<file path="config.mk">
export PLATFORM = sky130hd
export DESIGN_NAME = dmp_data_master
export DESIGN_NICKNAME = d
export VERILOG_FILES = /design/src/dmp_pkg.sv /design/src/dmp_data_master.sv
export SDC_FILE = /design/constraint.sdc
export NUM_CORES = 1
export LEC_CHECK = 0
export BUFFER_PORTS_ARGS = -buffer_cell sky130_fd_sc_hd__buf_2
export CAP_MARGIN = 10
export CORE_AREA = 2 2 186 188
export DETAILED_ROUTE_END_ITERATION = 12
export DIE_AREA = 0 0 188 190
export HOLD_SLACK_MARGIN = 0.05
export PLACE_DENSITY_LB_ADDON = 0.1
export SLEW_MARGIN = 20
export SYNTH_ARGS = -nofsm -noshare
export SYNTH_HDL_FRONTEND = slang
export SYNTH_SLANG_ARGS = --single-unit
</file>
<file path="constraint.sdc">
create_clock -name core_clk -period 2 [get_ports core_clk]
set_clock_uncertainty 0.05 [all_clocks]
set_input_delay 0.4 -clock core_clk [delete_from_list [all_inputs] [get_ports core_clk]]
set_output_delay 0.4 -clock core_clk [all_outputs]
set_load 0.02 [all_outputs]
</file>
<file path="src/dmp_pkg.sv">
// Package for the data master ports with thread tag
package dmp_pkg;
   localparam int ADDR_W_DEF = 32;
   localparam int THREAD_W_DEF = 4;
   localparam int NUM_CTX_DEF = 16;
   localparam int RECEIVE_IDENTIFIER_W_DEF = 4;
   localparam int TRANSMIT_IDENTIFIER_W_DEF = 4;
   localparam int DATA_W = 32;
   localparam int LANE_W = 4;
   localparam int FIX_LAT = 2;
   localparam logic [3:0] LANES_NONE = 4'h0;
   localparam logic [31:0] DATA_ZERO = 32'h0;

   // Access size requested by the core
   typedef enum logic [1:0] {DMP_SZ_BYTE, DMP_SZ_HALF, DMP_SZ_WORD} dmp_size_t;

   // One core access request
   typedef struct packed {
      logic rd;
      logic wr;
      dmp_size_t size;
      logic [31:0] wdata;
   } dmp_core_req_t;
endpackage

</file>
<file path="src/dmp_data_master.sv">
// Fixed- and variable-latency data master ports with thread tag
//
// Function
// - Both ports run on the core clock only.
// - Fixed port captures read data exactly two cycles after the read strobe.
// - Address is valid whenever the read strobe is high.
// - Address, lane mask and write data valid whenever write strobe high.
// - Address is a byte address of parameterised width.
// - Variable port holds request and all request signals during waitrequest.
// - Variable port captures read data only when readdatavalid is high.
// - Lowest-addressed byte lands in the most significant register position.
// - Bytes are swapped in hardware against little-endian bus lanes.
// - Each port drives a task tag with thread, context, receive, transmit ids.
// - Tag packs thread, context, receive, transmit from msb, no padding.
// - Context field width is log2 of the number of contexts.
`timescale 1ns/1ps
module dmp_data_master #(
   parameter int ADDR_W = dmp_pkg::ADDR_W_DEF,
   parameter int THREAD_W = dmp_pkg::THREAD_W_DEF,
   parameter int NUM_CTX = dmp_pkg::NUM_CTX_DEF,
   parameter int RECEIVE_IDENTIFIER_W = dmp_pkg::RECEIVE_IDENTIFIER_W_DEF,
   parameter int TRANSMIT_IDENTIFIER_W = dmp_pkg::TRANSMIT_IDENTIFIER_W_DEF,
   parameter int CTX_W = $clog2(NUM_CTX),
   parameter int TAG_W = THREAD_W + CTX_W + RECEIVE_IDENTIFIER_W + TRANSMIT_IDENTIFIER_W
) (
   input wire logic core_clk,
   input wire logic rst_b,
   // Core side, fixed port
   input wire logic fx_req_valid,
   input wire dmp_pkg::dmp_core_req_t fx_req,
   input wire logic [ADDR_W-1:0] fx_req_addr,
   input wire logic [THREAD_W-1:0] fx_thread,
   input wire logic [CTX_W-1:0] fx_context_identifier,
   input wire logic [RECEIVE_IDENTIFIER_W-1:0] fx_receive_identifier,
   input wire logic [TRANSMIT_IDENTIFIER_W-1:0] fx_transmit_identifier,
   output logic fx_rsp_valid,
   output logic [31:0] fx_rsp_data,
   // Core side, variable port
   input wire logic vl_req_valid,
   output logic vl_req_ready,
   input wire dmp_pkg::dmp_core_req_t vl_req,
   input wire logic [ADDR_W-1:0] vl_req_addr,
   input wire logic [THREAD_W-1:0] vl_thread,
   input wire logic [CTX_W-1:0] vl_context_identifier,
   input wire logic [RECEIVE_IDENTIFIER_W-1:0] vl_receive_identifier,
   input wire logic [TRANSMIT_IDENTIFIER_W-1:0] vl_transmit_identifier,
   output logic vl_rsp_valid,
   output logic [31:0] vl_rsp_data,
   // Fixed-latency bus master
   output logic fx_read,
   output logic fx_write,
   output logic [ADDR_W-1:0] fx_address,
   output logic [31:0] fx_writedata,
   output logic [3:0] fx_byteenable,
   input wire logic [31:0] fx_readdata,
   output logic [TAG_W-1:0] fx_threadinfo_data,
   // Variable-latency bus master
   output logic vl_read,
   output logic vl_write,
   output logic [ADDR_W-1:0] vl_address,
   output logic [31:0] vl_writedata,
   output logic [3:0] vl_byteenable,
   input wire logic vl_waitrequest,
   input wire logic vl_readdatavalid,
   input wire logic [31:0] vl_readdata,
   output logic [TAG_W-1:0] vl_threadinfo_data
);

   ////////////////////////////////////////////////////////////////////////////
   // Byte order helpers

   // Lane mask for a big-endian access; low address bits pick the lanes
   function automatic logic [3:0] lanes(input dmp_pkg::dmp_size_t sz, input logic [1:0] a);
      logic [3:0] m;
      m = dmp_pkg::LANES_NONE;
      case (sz)
         dmp_pkg::DMP_SZ_BYTE: m = 4'h1 << a;
         dmp_pkg::DMP_SZ_HALF: m = a[1] ? 4'hc : 4'h3;
         default: m = 4'hf;
      endcase
      return m;
   endfunction

   // Register value to bus lanes: lowest address byte taken from the register msb
   function automatic logic [31:0] to_bus(input dmp_pkg::dmp_size_t sz, input logic [1:0] a,
                                          input logic [31:0] v);
      logic [31:0] d;
      d = dmp_pkg::DATA_ZERO;
      case (sz)
         dmp_pkg::DMP_SZ_BYTE: d = {4{v[7:0]}};
         dmp_pkg::DMP_SZ_HALF: d = {2{v[7:0], v[15:8]}};
         default: d = {v[7:0], v[15:8], v[23:16], v[31:24]};
      endcase
      return d;
   endfunction

   // Bus lanes to register value, zero extended
   function automatic logic [31:0] from_bus(input dmp_pkg::dmp_size_t sz, input logic [1:0] a,
                                            input logic [31:0] d);
      logic [31:0] v;
      logic [7:0] b0;
      logic [7:0] b1;
      v = dmp_pkg::DATA_ZERO;
      b0 = d[8*a +: 8];
      b1 = a[1] ? d[31:24] : d[15:8];
      case (sz)
         dmp_pkg::DMP_SZ_BYTE: v = {24'h0, b0};
         dmp_pkg::DMP_SZ_HALF: v = {16'h0, (a[1] ? d[23:16] : d[7:0]), b1};
         default: v = {d[7:0], d[15:8], d[23:16], d[31:24]};
      endcase
      return v;
   endfunction

   ////////////////////////////////////////////////////////////////////////////
   // Decoding

   // Write wins a doubly flagged request so only one strobe ever rises
   wire fx_do_wr = fx_req_valid & fx_req.wr;
   wire fx_do_rd = fx_req_valid & fx_req.rd & ~fx_req.wr;
   wire vl_do_wr = vl_req_valid & vl_req.wr;
   wire vl_do_rd = vl_req_valid & vl_req.rd & ~vl_req.wr;
   wire [1:0] fx_lo = fx_req_addr[1:0];
   wire [1:0] vl_lo = vl_req_addr[1:0];
   wire [TAG_W-1:0] fx_tag = {fx_thread, fx_context_identifier, fx_receive_identifier,
                              fx_transmit_identifier};
   wire [TAG_W-1:0] vl_tag = {vl_thread, vl_context_identifier, vl_receive_identifier,
                              vl_transmit_identifier};

   ////////////////////////////////////////////////////////////////////////////
   // Fixed-latency port

   logic fx_read_r;
   logic fx_write_r;
   logic [ADDR_W-1:0] fx_address_r;
   logic [31:0] fx_writedata_r;
   logic [3:0] fx_byteenable_r;
   logic [TAG_W-1:0] fx_tag_r;
   logic [dmp_pkg::FIX_LAT-1:0] fx_pend_r;
   dmp_pkg::dmp_size_t fx_size_r;
   dmp_pkg::dmp_size_t fx_size_d_r;
   // Third stage lines the size up with the edge that samples the read data
   dmp_pkg::dmp_size_t fx_size_dd_r;
   logic [1:0] fx_lo_r;
   logic [1:0] fx_lo_d_r;
   logic [1:0] fx_lo_dd_r;
   logic fx_rsp_valid_r;
   logic [31:0] fx_rsp_data_r;

   always_ff @(posedge core_clk)
   begin
      if (!rst_b)
      begin
         fx_read_r <= 1'b0;
         fx_write_r <= 1'b0;
         fx_address_r <= '0;
         fx_writedata_r <= dmp_pkg::DATA_ZERO;
         fx_byteenable_r <= dmp_pkg::LANES_NONE;
         fx_tag_r <= '0;
      end
      else
      begin
         fx_read_r <= fx_do_rd;
         fx_write_r <= fx_do_wr;
         fx_address_r <= fx_req_addr;
         fx_writedata_r <= to_bus(fx_req.size, fx_lo, fx_req.wdata);
         fx_byteenable_r <= fx_do_wr ? lanes(fx_req.size, fx_lo) : dmp_pkg::LANES_NONE;
         fx_tag_r <= fx_tag;
      end
   end

   // Read data is taken on the third edge after the strobe edge; no stall exists
   always_ff @(posedge core_clk)
   begin
      if (!rst_b)
      begin
         fx_pend_r <= '0;
         fx_size_r <= dmp_pkg::DMP_SZ_WORD;
         fx_size_d_r <= dmp_pkg::DMP_SZ_WORD;
         fx_size_dd_r <= dmp_pkg::DMP_SZ_WORD;
         fx_lo_r <= 2'h0;
         fx_lo_d_r <= 2'h0;
         fx_lo_dd_r <= 2'h0;
         fx_rsp_valid_r <= 1'b0;
         fx_rsp_data_r <= dmp_pkg::DATA_ZERO;
      end
      else
      begin
         fx_pend_r <= {fx_pend_r[dmp_pkg::FIX_LAT-2:0], fx_read_r};
         fx_size_r <= fx_req.size;
         fx_size_d_r <= fx_size_r;
         fx_size_dd_r <= fx_size_d_r;
         fx_lo_r <= fx_lo;
         fx_lo_d_r <= fx_lo_r;
         fx_lo_dd_r <= fx_lo_d_r;
         fx_rsp_valid_r <= fx_pend_r[dmp_pkg::FIX_LAT-1];
         if (fx_pend_r[dmp_pkg::FIX_LAT-1])
            fx_rsp_data_r <= from_bus(fx_size_dd_r, fx_lo_dd_r, fx_readdata);
      end
   end

   ////////////////////////////////////////////////////////////////////////////
   // Variable-latency port

   logic vl_read_r;
   logic vl_write_r;
   logic [ADDR_W-1:0] vl_address_r;
   logic [31:0] vl_writedata_r;
   logic [3:0] vl_byteenable_r;
   logic [TAG_W-1:0] vl_tag_r;
   logic vl_req_ready_r;
   dmp_pkg::dmp_size_t vl_size_r;
   logic [1:0] vl_lo_r;
   logic vl_rsp_valid_r;
   logic [31:0] vl_rsp_data_r;

   // A stalled strobe freezes the whole request, ready included
   wire vl_busy = (vl_read_r | vl_write_r) & vl_waitrequest;
   wire vl_accept = vl_req_ready_r & (vl_do_rd | vl_do_wr);

   // One access at a time: size and lanes are kept until its data returns
   always_ff @(posedge core_clk)
   begin
      if (!rst_b)
      begin
         vl_read_r <= 1'b0;
         vl_write_r <= 1'b0;
         vl_address_r <= '0;
         vl_writedata_r <= dmp_pkg::DATA_ZERO;
         vl_byteenable_r <= dmp_pkg::LANES_NONE;
         vl_tag_r <= '0;
         vl_size_r <= dmp_pkg::DMP_SZ_WORD;
         vl_lo_r <= 2'h0;
         vl_req_ready_r <= 1'b1;
      end
      else if (vl_busy)
      begin
         vl_req_ready_r <= 1'b0;
      end
      else if (vl_accept)
      begin
         vl_read_r <= vl_do_rd;
         vl_write_r <= vl_do_wr;
         vl_address_r <= vl_req_addr;
         vl_writedata_r <= to_bus(vl_req.size, vl_lo, vl_req.wdata);
         vl_byteenable_r <= vl_do_wr ? lanes(vl_req.size, vl_lo) : dmp_pkg::LANES_NONE;
         vl_tag_r <= vl_tag;
         vl_size_r <= vl_req.size;
         vl_lo_r <= vl_lo;
         vl_req_ready_r <= 1'b0;
      end
      else
      begin
         vl_read_r <= 1'b0;
         vl_write_r <= 1'b0;
         vl_byteenable_r <= dmp_pkg::LANES_NONE;
         if (vl_write_r | (vl_readdatavalid & ~vl_read_r))
            vl_req_ready_r <= 1'b1;
      end
   end

   always_ff @(posedge core_clk)
   begin
      if (!rst_b)
      begin
         vl_rsp_valid_r <= 1'b0;
         vl_rsp_data_r <= dmp_pkg::DATA_ZERO;
      end
      else
      begin
         vl_rsp_valid_r <= vl_readdatavalid;
         if (vl_readdatavalid)
            vl_rsp_data_r <= from_bus(vl_size_r, vl_lo_r, vl_readdata);
      end
   end

   ////////////////////////////////////////////////////////////////////////////
   // Outputs

   assign fx_read = fx_read_r;
   assign fx_write = fx_write_r;
   assign fx_address = fx_address_r;
   assign fx_writedata = fx_writedata_r;
   assign fx_byteenable = fx_byteenable_r;
   assign fx_threadinfo_data = fx_tag_r;
   assign fx_rsp_valid = fx_rsp_valid_r;
   assign fx_rsp_data = fx_rsp_data_r;
   assign vl_read = vl_read_r;
   assign vl_write = vl_write_r;
   assign vl_address = vl_address_r;
   assign vl_writedata = vl_writedata_r;
   assign vl_byteenable = vl_byteenable_r;
   assign vl_threadinfo_data = vl_tag_r;
   assign vl_req_ready = vl_req_ready_r;
   assign vl_rsp_valid = vl_rsp_valid_r;
   assign vl_rsp_data = vl_rsp_data_r;

endmodule

</file>
### Word-level counts from Yosys, hierarchy flattened

Index checks and enable logic that the tools add are counted.

| word-level totals | value |
|---|---|
| flip-flop bits (word level) | 257 |
| input port bits | 238 |
| output and inout port bits | 239 |
| logic and storage cells | 76 |

| operators by class | value |
|---|---|
| equal/unequal tests | 4 |
| shifts and indexed selects | 4 |
| muxes and demuxes | 19 |
| bitwise operators | 16 |
| reductions and logical operators | 7 |

Operator list:

| cell | number |
|---|---|
| $pmux W32 S2 | 2 |
| $pmux W24 S2 | 2 |
| $shiftx A32 B6 Y8 | 2 |
| $mux W8 | 4 |
| $mux W4 | 4 |
| $pmux W4 S2 | 2 |
| $and A1 B1 Y1 | 9 |
| $eq A2 B1 Y1 const B | 4 |
| $logic_not A2 Y1 | 4 |
| $shl A1 B2 Y4 const A | 2 |
| $mux W1 | 5 |
| $not A1 Y1 | 4 |
| $reduce_and A2 Y1 | 2 |
| $or A1 B1 Y1 | 3 |
| $reduce_bool A3 Y1 | 1 |

### Logic depth before layout (Yosys ltp)

Gate-level depths: netlist of run 1.

| logic depth | value |
|---|---|
| depth in word-level cells | 6 |
| depth in mapped cells | 7 |
| mapped depth without buffers | 4 |

### Least setup slack after synthesis of run 1

OpenSTA, ideal clock, no wires.

| path | value |
|---|---|
| kind | register to register |
| start | register, netlist name vl_address[1] |
| end | register vl_rsp_data_r[7], in the netlist vl_rsp_data[7] |
| library setup time | 129 ps |
| data arrival time | 1266 ps |
| data required time | 1821 ps |
| setup slack | 556 ps |
| cell stages (with the launch flop) | 6 |
| buffers on the path | 2 |
| clock period less this slack | 1444 ps |
| path through | dfxtp_1 > buf_4 > buf_6 > mux2i_1 > o221a_2 > a21oi_2 |

RTL lines:

| item | line | RTL |
|---|---|---|
| end signal: assignment | dmp_data_master.sv:266 | `vl_rsp_data_r <= dmp_pkg::DATA_ZERO;` |
| end signal: assignment | dmp_data_master.sv:272 | `vl_rsp_data_r <= from_bus(vl_size_r, vl_lo_r, vl_readdata);` |
| end: declaration | dmp_data_master.sv:214 | `logic [31:0] vl_rsp_data_r;` |

### Worst setup path after layout of run 1

| path | value |
|---|---|
| start | register vl_address_r[1], in the netlist vl_address[1] |
| end | output vl_address[1] |

RTL lines:

| item | line | RTL |
|---|---|---|
| start: declaration | dmp_data_master.sv:206 | `logic [ADDR_W-1:0] vl_address_r;` |
| start signal: assignment | dmp_data_master.sv:243 | `vl_address_r <= vl_req_addr;` |
| end: declaration | dmp_data_master.sv:60 | `output logic [ADDR_W-1:0] vl_address,` |

No word-level cell between the ends.

==> results of run 1 <==
[state kept, by name, summed over array words and instances (netlist names), 2 cells and up]
| name | cells |
|---|---|
| fx_lo_dd_r | 2 |
| fx_lo_d_r | 2 |
| vl_threadinfo_data | 16 |
| vl_size_r | 2 |
| fx_size_r | 2 |
| fx_rsp_data | 32 |
| fx_address | 32 |
| fx_pend_r | 2 |
| fx_writedata | 32 |
| fx_size_d_r | 2 |
| fx_byteenable | 4 |
| vl_byteenable | 4 |
| vl_writedata | 32 |
| vl_rsp_data | 32 |
| vl_address | 32 |
| fx_threadinfo_data | 16 |
| fx_size_dd_r | 2 |
[routing by layer]
metal,vias up,global-route usage
met1,4409,0.220
met4,2,0.0624
li1,4633,-
met3,61,0.0590
met5,-,0
met2,329,0.334
[final cells by class]
class,count,area (um2),area share
sequential,253,5060,0.339
multi-input combinational,669,4150,0.277
timing repair buffer,645,4090,0.273
clock buffer,41,862,0.0577
tap,455,569,0.0381
clock inverter,14,191,0.0128
inverter,4,15.0,0.00100
antenna,4,10.0,0.000670
[timing repair]
action,4_1_cts,5_1_grt
hold endpoints to repair,140,0
setup endpoints to repair,0,0
hold buffers,141,0
[cell usage after synthesis, types with 8 or more instances]
master      n
dfxtp_1   253
nand2_1   189
and2_1     70
mux2i_1    64
o21ai_0    62
a21boi_1   57
nor2b_1    43
clkbuf_1   34
buf_2      33
a22oi_1    32
a21oi_1    28
o211a_1    24
nand3_1    19
a22o_1     16
nor2_1     15
a21boi_0   13
o221a_1     8
o221a_2     8
[worst paths after layout]
check	from	depth (start not counted)	end	slack, ns
setup / recovery	vl_address[1]	2	vl_address[1]	0.12
setup reg to reg	fx_pend_r[1]	4	fx_rsp_data[14]	0.39
hold reg to reg	fx_size_r[1]	1	fx_size_d_r[1]	0.36
hold / removal	fx_req[8]	3	fx_writedata[16]	0.08
[worst register-to-register path: cells and delay by family, from the launching register on]
family	cells	cell delay, ns
flip-flops	1	0.49
buffers and inverters	1	0.45
AND/OR/NAND/NOR	1	0.06
AO/OA/AOI/OAI	2	0.42
[logic make-up (layout without fill, tap and decap cells)]
group,after synthesis,count (layout)
other,0,4
and+or+nand+nor,350,350
DFF,253,253
muxes,64,64
buffers and inverters,82,704
AOI/OAI and AO/OA,255,255
[power by group]
part | switching, W | total (W) | internal, W
Combinational | 0.00113 | 0.00204 | 0.000907
Sequential | 0.000120 | 0.00544 | 0.00532
Clock | 0.00222 | 0.00575 | 0.00353
Total | 0.00347 | 0.0132 | 0.00976
[cell usage in the layout (no fill, tap or decap), drive strengths merged, types with 2 or more instances in the layout]
| master | synthesis | final |
|---|---|---|
| clkinv | 0 | 8 |
| nand3b | 2 | 2 |
| inv | 4 | 5 |
| buf | 44 | 504 |
| o211a | 24 | 24 |
| dfxtp | 253 | 253 |
| bufinv | 0 | 4 |
| o221a | 16 | 16 |
| dlygate4sd3 | 0 | 141 |
| a21oi | 29 | 29 |
| diode | 0 | 4 |
| a22o | 16 | 16 |
| nand3 | 19 | 19 |
| o21bai | 3 | 3 |
| nor2 | 16 | 16 |
| o21ai | 62 | 62 |
| a21boi | 70 | 70 |
| mux2i | 64 | 64 |
| nand2b | 7 | 7 |
| nor2b | 43 | 43 |
| or3 | 2 | 2 |
| and2 | 70 | 70 |
| clkbuf | 34 | 41 |
| nand2 | 189 | 189 |
| a22oi | 32 | 32 |
[metrics by stage]
stage	hold WS (ns)	util
2_1_floorplan	0.336	-
3_3_place_gp	0.351	0.367
3_5_place_dp	0.348	0.367
4_1_cts	0.0502	0.440
5_1_grt	0.0691	0.440
6_report	0.0817	0.440
==> flow_metrics.py, run 1 <==
metrics = {
    "status": {
        "outcome": "complete, no violations",
    },
    "die": {
        "ios": 477,
        "fp.dieH_um": 190,
        "core_area_mm2": 0.0339,
        "initial_core_util": 0.283,
        "die_x_um": 188,
        "rows": 68,
        "fp.dieArea_mm2": 0.0357,
    },
    "route": {
        "wl_per_cell_um": 17.0,
        "top_layer": "met5",
        "dr_wl_met2_um": 17200,
        "drc_errors": 0,
        "drt-met1-wl_um": 14500,
        "first_pass_iters": 4,
        "route.vias.total": 9434,
        "postRouteAntennaNets": 0,
        "route.met3.wl_um": 2810,
        "drtIter0Drc": 380,
        "viasPerCell": 4.52,
        "drt_wl_total_um": 35500,
    },
    "clocking": {
        "cts_made_buffers": 30,
        "cts.path.max_buffers": 3,
        "post_cts_resized": 0,
        "path_clk_slew_ns": 0.06,
        "cts.sinks": 253,
        "cts_tree": "done",
        "htreeDepth": 1,
        "cts-root-buf": "clkbuf_16",
        "post_cts_buffers": 0,
        "clk_latency_ns": 0.56,
    },
    "worst_setup_path": {
        "crit_buf_inv": 2,
        "cp_data_arrival_time_ns": 1.43,
        "startpoint_type": "flop",
        "path_class": "reg2out",
        "max_stage_delay_ns": 0.32,
        "critPathRequiredTime_ns": 1.55,
        "crit_chain": "buf_4 -> buf_2",
        "cp_top_family": "buffers and inverters",
        "critPathMaxFanout": 17,
        "crit_slowest_cell": "dfxtp_1",
        "crit_path_end_kind": "output port",
    },
    "placed_design": {
        "place_area_mm2": 0.0125,
        "preCtsSetupSlack_ns": 0.274,
        "port_buffers": 476,
        "gp_congestion": 0.785,
        "dpl.hpwl_um": 25600,
        "dp_cells": 1885,
    },
    "pwr": {
        "p_per_area_mw_per_mm2": 885,
        "p_leak_nw": 7.16,
        "finalPower_w": 0.0132,
        "vdd_drop_max_uv": 588,
    },
    "timing": {
        "relSlewSlack": 0.440,
        "min_period_ns": 1.88,
        "finalHoldViolations": 0,
        "setup_slack_ns": 0.119,
        "finalCritPeriodShare": 0.940,
        "final.setup.tns_ns": 0,
        "setup_viol": 0,
        "fmax_mhz": 532,
        "worst_pin_slew_ns": 0.838,
        "drv_slew": 0,
        "rsz0062_at_grt": "false",
    },
    "yosys": {
        "synth_async_sr_flop_share": 0,
        "synth-seq-cells": 253,
        "syn-num-nets": 1242,
        "synth_edf_count": 0,
        "yosys-top-cells-area": "dfxtp_1 53%, nand2_1 7.4%, mux2i_1 6.7%",
        "synth.area.mux_share": 0.0666,
        "seq_area_frac_synth": 0.527,
        "synth-simple-area-share": 0.173,
        "synthXorXnorAreaFrac": 0,
        "synthAdderAreaFrac": 0,
        "synth_top_family_by_area": "compound AO/OA/AOI/OAI gates",
        "netlist_instances": 1004,
        "synth_area_per_cell_um2": 9.58,
        "synthFlopType": "dfxtp_1",
        "synth_top_area_cell": "dfxtp_1",
        "synth_warnings": 0,
        "synth_compound_area_frac": 0.191,
        "netlist_area_mm2": 0.00962,
        "synth_top_area_share": 0.527,
        "synth_cell_types": 34,
    },
    "grt": {
        "grt_pass1_wl_um": 53900,
        "antenna_found_initial": 5,
        "overflow": 0,
        "grt_util_all_layers": 0.190,
        "grt_pass1_vias": 9541,
        "grt_max_degree": 104,
    },
    "layout": {
        "drive_above_1_share": 0.349,
        "nFillCells": 3446,
        "area_delta_synth_final_pct": 55.4,
        "final_cell_area_mm2": 0.0149,
        "instances_no_fill": 2085,
        "final_nets": 1841,
    },
    "hold_path": {
        "min_path_type": "in2reg",
    },
    "job": {
        "maxCapViolations": 0,
    },
}
Power figures use the tool's default switching activity.
==> run 2, diff against run 1 <==
- CORE_AREA: 2 2 186 188 -> 2 2 185 187
- CTS_CLUSTER_DIAMETER: unset -> 100
- DIE_AREA: 0 0 188 190 -> 0 0 187 189
==> run 2 against run 1 <==
  * Register-to-register slack about the same
  * First-iteration DRC count shrank 14%
  * Core utilization up 0.32 points
  * Critical path type unchanged
  * Sequential power is essentially flat
  * Final area decreased by 1.2%
  * Global-route usage grew 0.075 points
  * Flip-flop and latch count unchanged
  * Worst setup slack better by 0.010 ns
  * Clock-buffer cell count rose by 3
==> flow_metrics.py, run 2 (synthesis results as in run 1) <==
metrics = {
    "worst_setup_path": {
        "cp_top_family": "buffers and inverters",
        "crit_buf_inv": 2,
        "r2r_slack_ns": 0.39,
        "cp.depth": 2,
        "critPathMaxFanout": 17,
        "critPathRequiredTime_ns": 1.55,
        "crit_chain": "buf_4 -> buf_2",
        "path_class": "reg2out",
        "crit_path_end_kind": "output port",
        "reg2regPathDepth": 3,
        "startpoint_type": "flop",
        "max_stage_delay_ns": 0.32,
        "cp_data_arrival_time_ns": 1.42,
        "crit_slowest_cell": "dfxtp_1",
    },
    "route": {
        "wl_per_cell_um": 17.0,
        "drt_wl_total_um": 35200,
        "route.vias.total": 9326,
        "viasPerCell": 4.51,
        "drc_errors": 0,
        "first_pass_iters": 4,
        "postRouteAntennaNets": 0,
        "drtIter0Drc": 325,
    },
    "die": {
        "fp.dieH_um": 189,
        "core_area_mm2": 0.0333,
        "fp.dieArea_mm2": 0.0353,
        "rows": 67,
        "initial_core_util": 0.289,
        "ios": 477,
        "die_x_um": 187,
    },
    "grt": {
        "antenna_found_initial": 5,
        "grt_pass1_wl_um": 54200,
        "grt_util_all_layers": 0.191,
        "grt_max_degree": 92,
        "overflow": 0,
        "grt_pass1_vias": 9554,
    },
    "layout": {
        "final_cell_mix": "475 x buf_2, 253 x dfxtp_1, 189 x nand2_1, 133 x dlygate4sd3_1, 70 x and2_1",
        "utilization": 0.443,
        "final_cell_area_mm2": 0.0148,
        "drive_above_1_share": 0.348,
        "area_delta_synth_final_pct": 53.4,
        "layout_commonest_cell": "buf_2",
        "final_nets": 1834,
    },
    "pwr": {
        "p_leak_nw": 7.08,
        "p_per_area_mw_per_mm2": 864,
        "vdd_drop_max_uv": 596,
        "finalPower_w": 0.0128,
    },
    "clocking": {
        "path_clk_slew_ns": 0.06,
        "cts_hold_buf": 133,
        "clk_latency_ns": 0.56,
        "cts.sinks": 253,
        "htreeDepth": 1,
        "cts-root-buf": "clkbuf_16",
        "cts.path.max_buffers": 3,
        "cts_made_buffers": 30,
        "cts_tree": "done",
        "post_cts_buffers": 0,
        "post_cts_resized": 0,
    },
    "timing": {
        "fmax_mhz": 535,
        "setup_viol": 0,
        "drv_slew": 0,
        "finalHoldViolations": 0,
        "min_period_ns": 1.87,
        "finalCritPeriodShare": 0.935,
        "worst_pin_slew_ns": 0.670,
        "final.setup.tns_ns": 0,
        "relSlewSlack": 0.552,
        "rsz0062_at_grt": "false",
    },
    "placed_design": {
        "port_buffers": 476,
        "place_area_mm2": 0.0125,
        "gp_congestion": 0.788,
        "dpl.hpwl_um": 25400,
    },
    "job": {
        "maxCapViolations": 0,
    },
    "hold_path": {
        "min_path_type": "in2reg",
        "holdPathStages": 3,
    },
    "status": {
        "outcome": "complete, no violations",
    },
}
-- run 2: path summary, 6_finish.rpt --
path,start,to
worst max-delay path,vl_address[1],vl_address[1]
worst min-delay path,vl_context_identifier[0],vl_threadinfo_data[8]
worst max register to register,vl_size_r[1],vl_rsp_data[2]
worst min register to register,fx_size_r[1],fx_size_d_r[1]
-- run 2: area by class of cell --
cell class / instances / area (um2)
Antenna cell: 4 / 10.0
Clock buffer: 44 / 873
Clock inverter: 7 / 75.1
Fill cell: 3360 / 18500
Inverter: 4 / 15.0
Multi-Input combinational cell: 669 / 4150
Sequential cell: 253 / 5060
Tap cell: 448 / 561
Timing Repair Buffer: 638 / 4010
-- run 2: per-layer routing --
metal  global-route usage  vias up  part of all wire  wire length (um)
met5                    0        -           0.00031                11
met2                0.324      337              0.47             16500
li1                     -     4626                 -                 -
met4               0.0668        2             0.029              1010
met3               0.0569       61             0.078              2760
met1                0.229     4300              0.42             15000
-- run 2: tightest hold or removal path, stage by stage --
cell      delay (ns)
buf_2           0.10
nand2_1         0.07
a21boi_1        0.06
-- run 2: power by group --
part / total [W] / leakage [nW] / switching (W) / internal (W)
registers: 0.00545 / 2.08 / 0.000126 / 0.00532
logic: 0.00203 / 4.53 / 0.00113 / 0.000901
clock network: 0.00527 / 0.470 / 0.00215 / 0.00312
-- run 2: stage by stage --
stage	worst slack [ns]	hold WS [ns]	cells
2_1_floorplan	0.556	0.336	1004
3_3_place_gp	0.242	0.345	1879
3_5_place_dp	0.213	0.352	1879
4_1_cts	0.0953	0.0501	2063
5_1_grt	0.0623	0.0717	2066
6_report	0.130	0.0744	2067
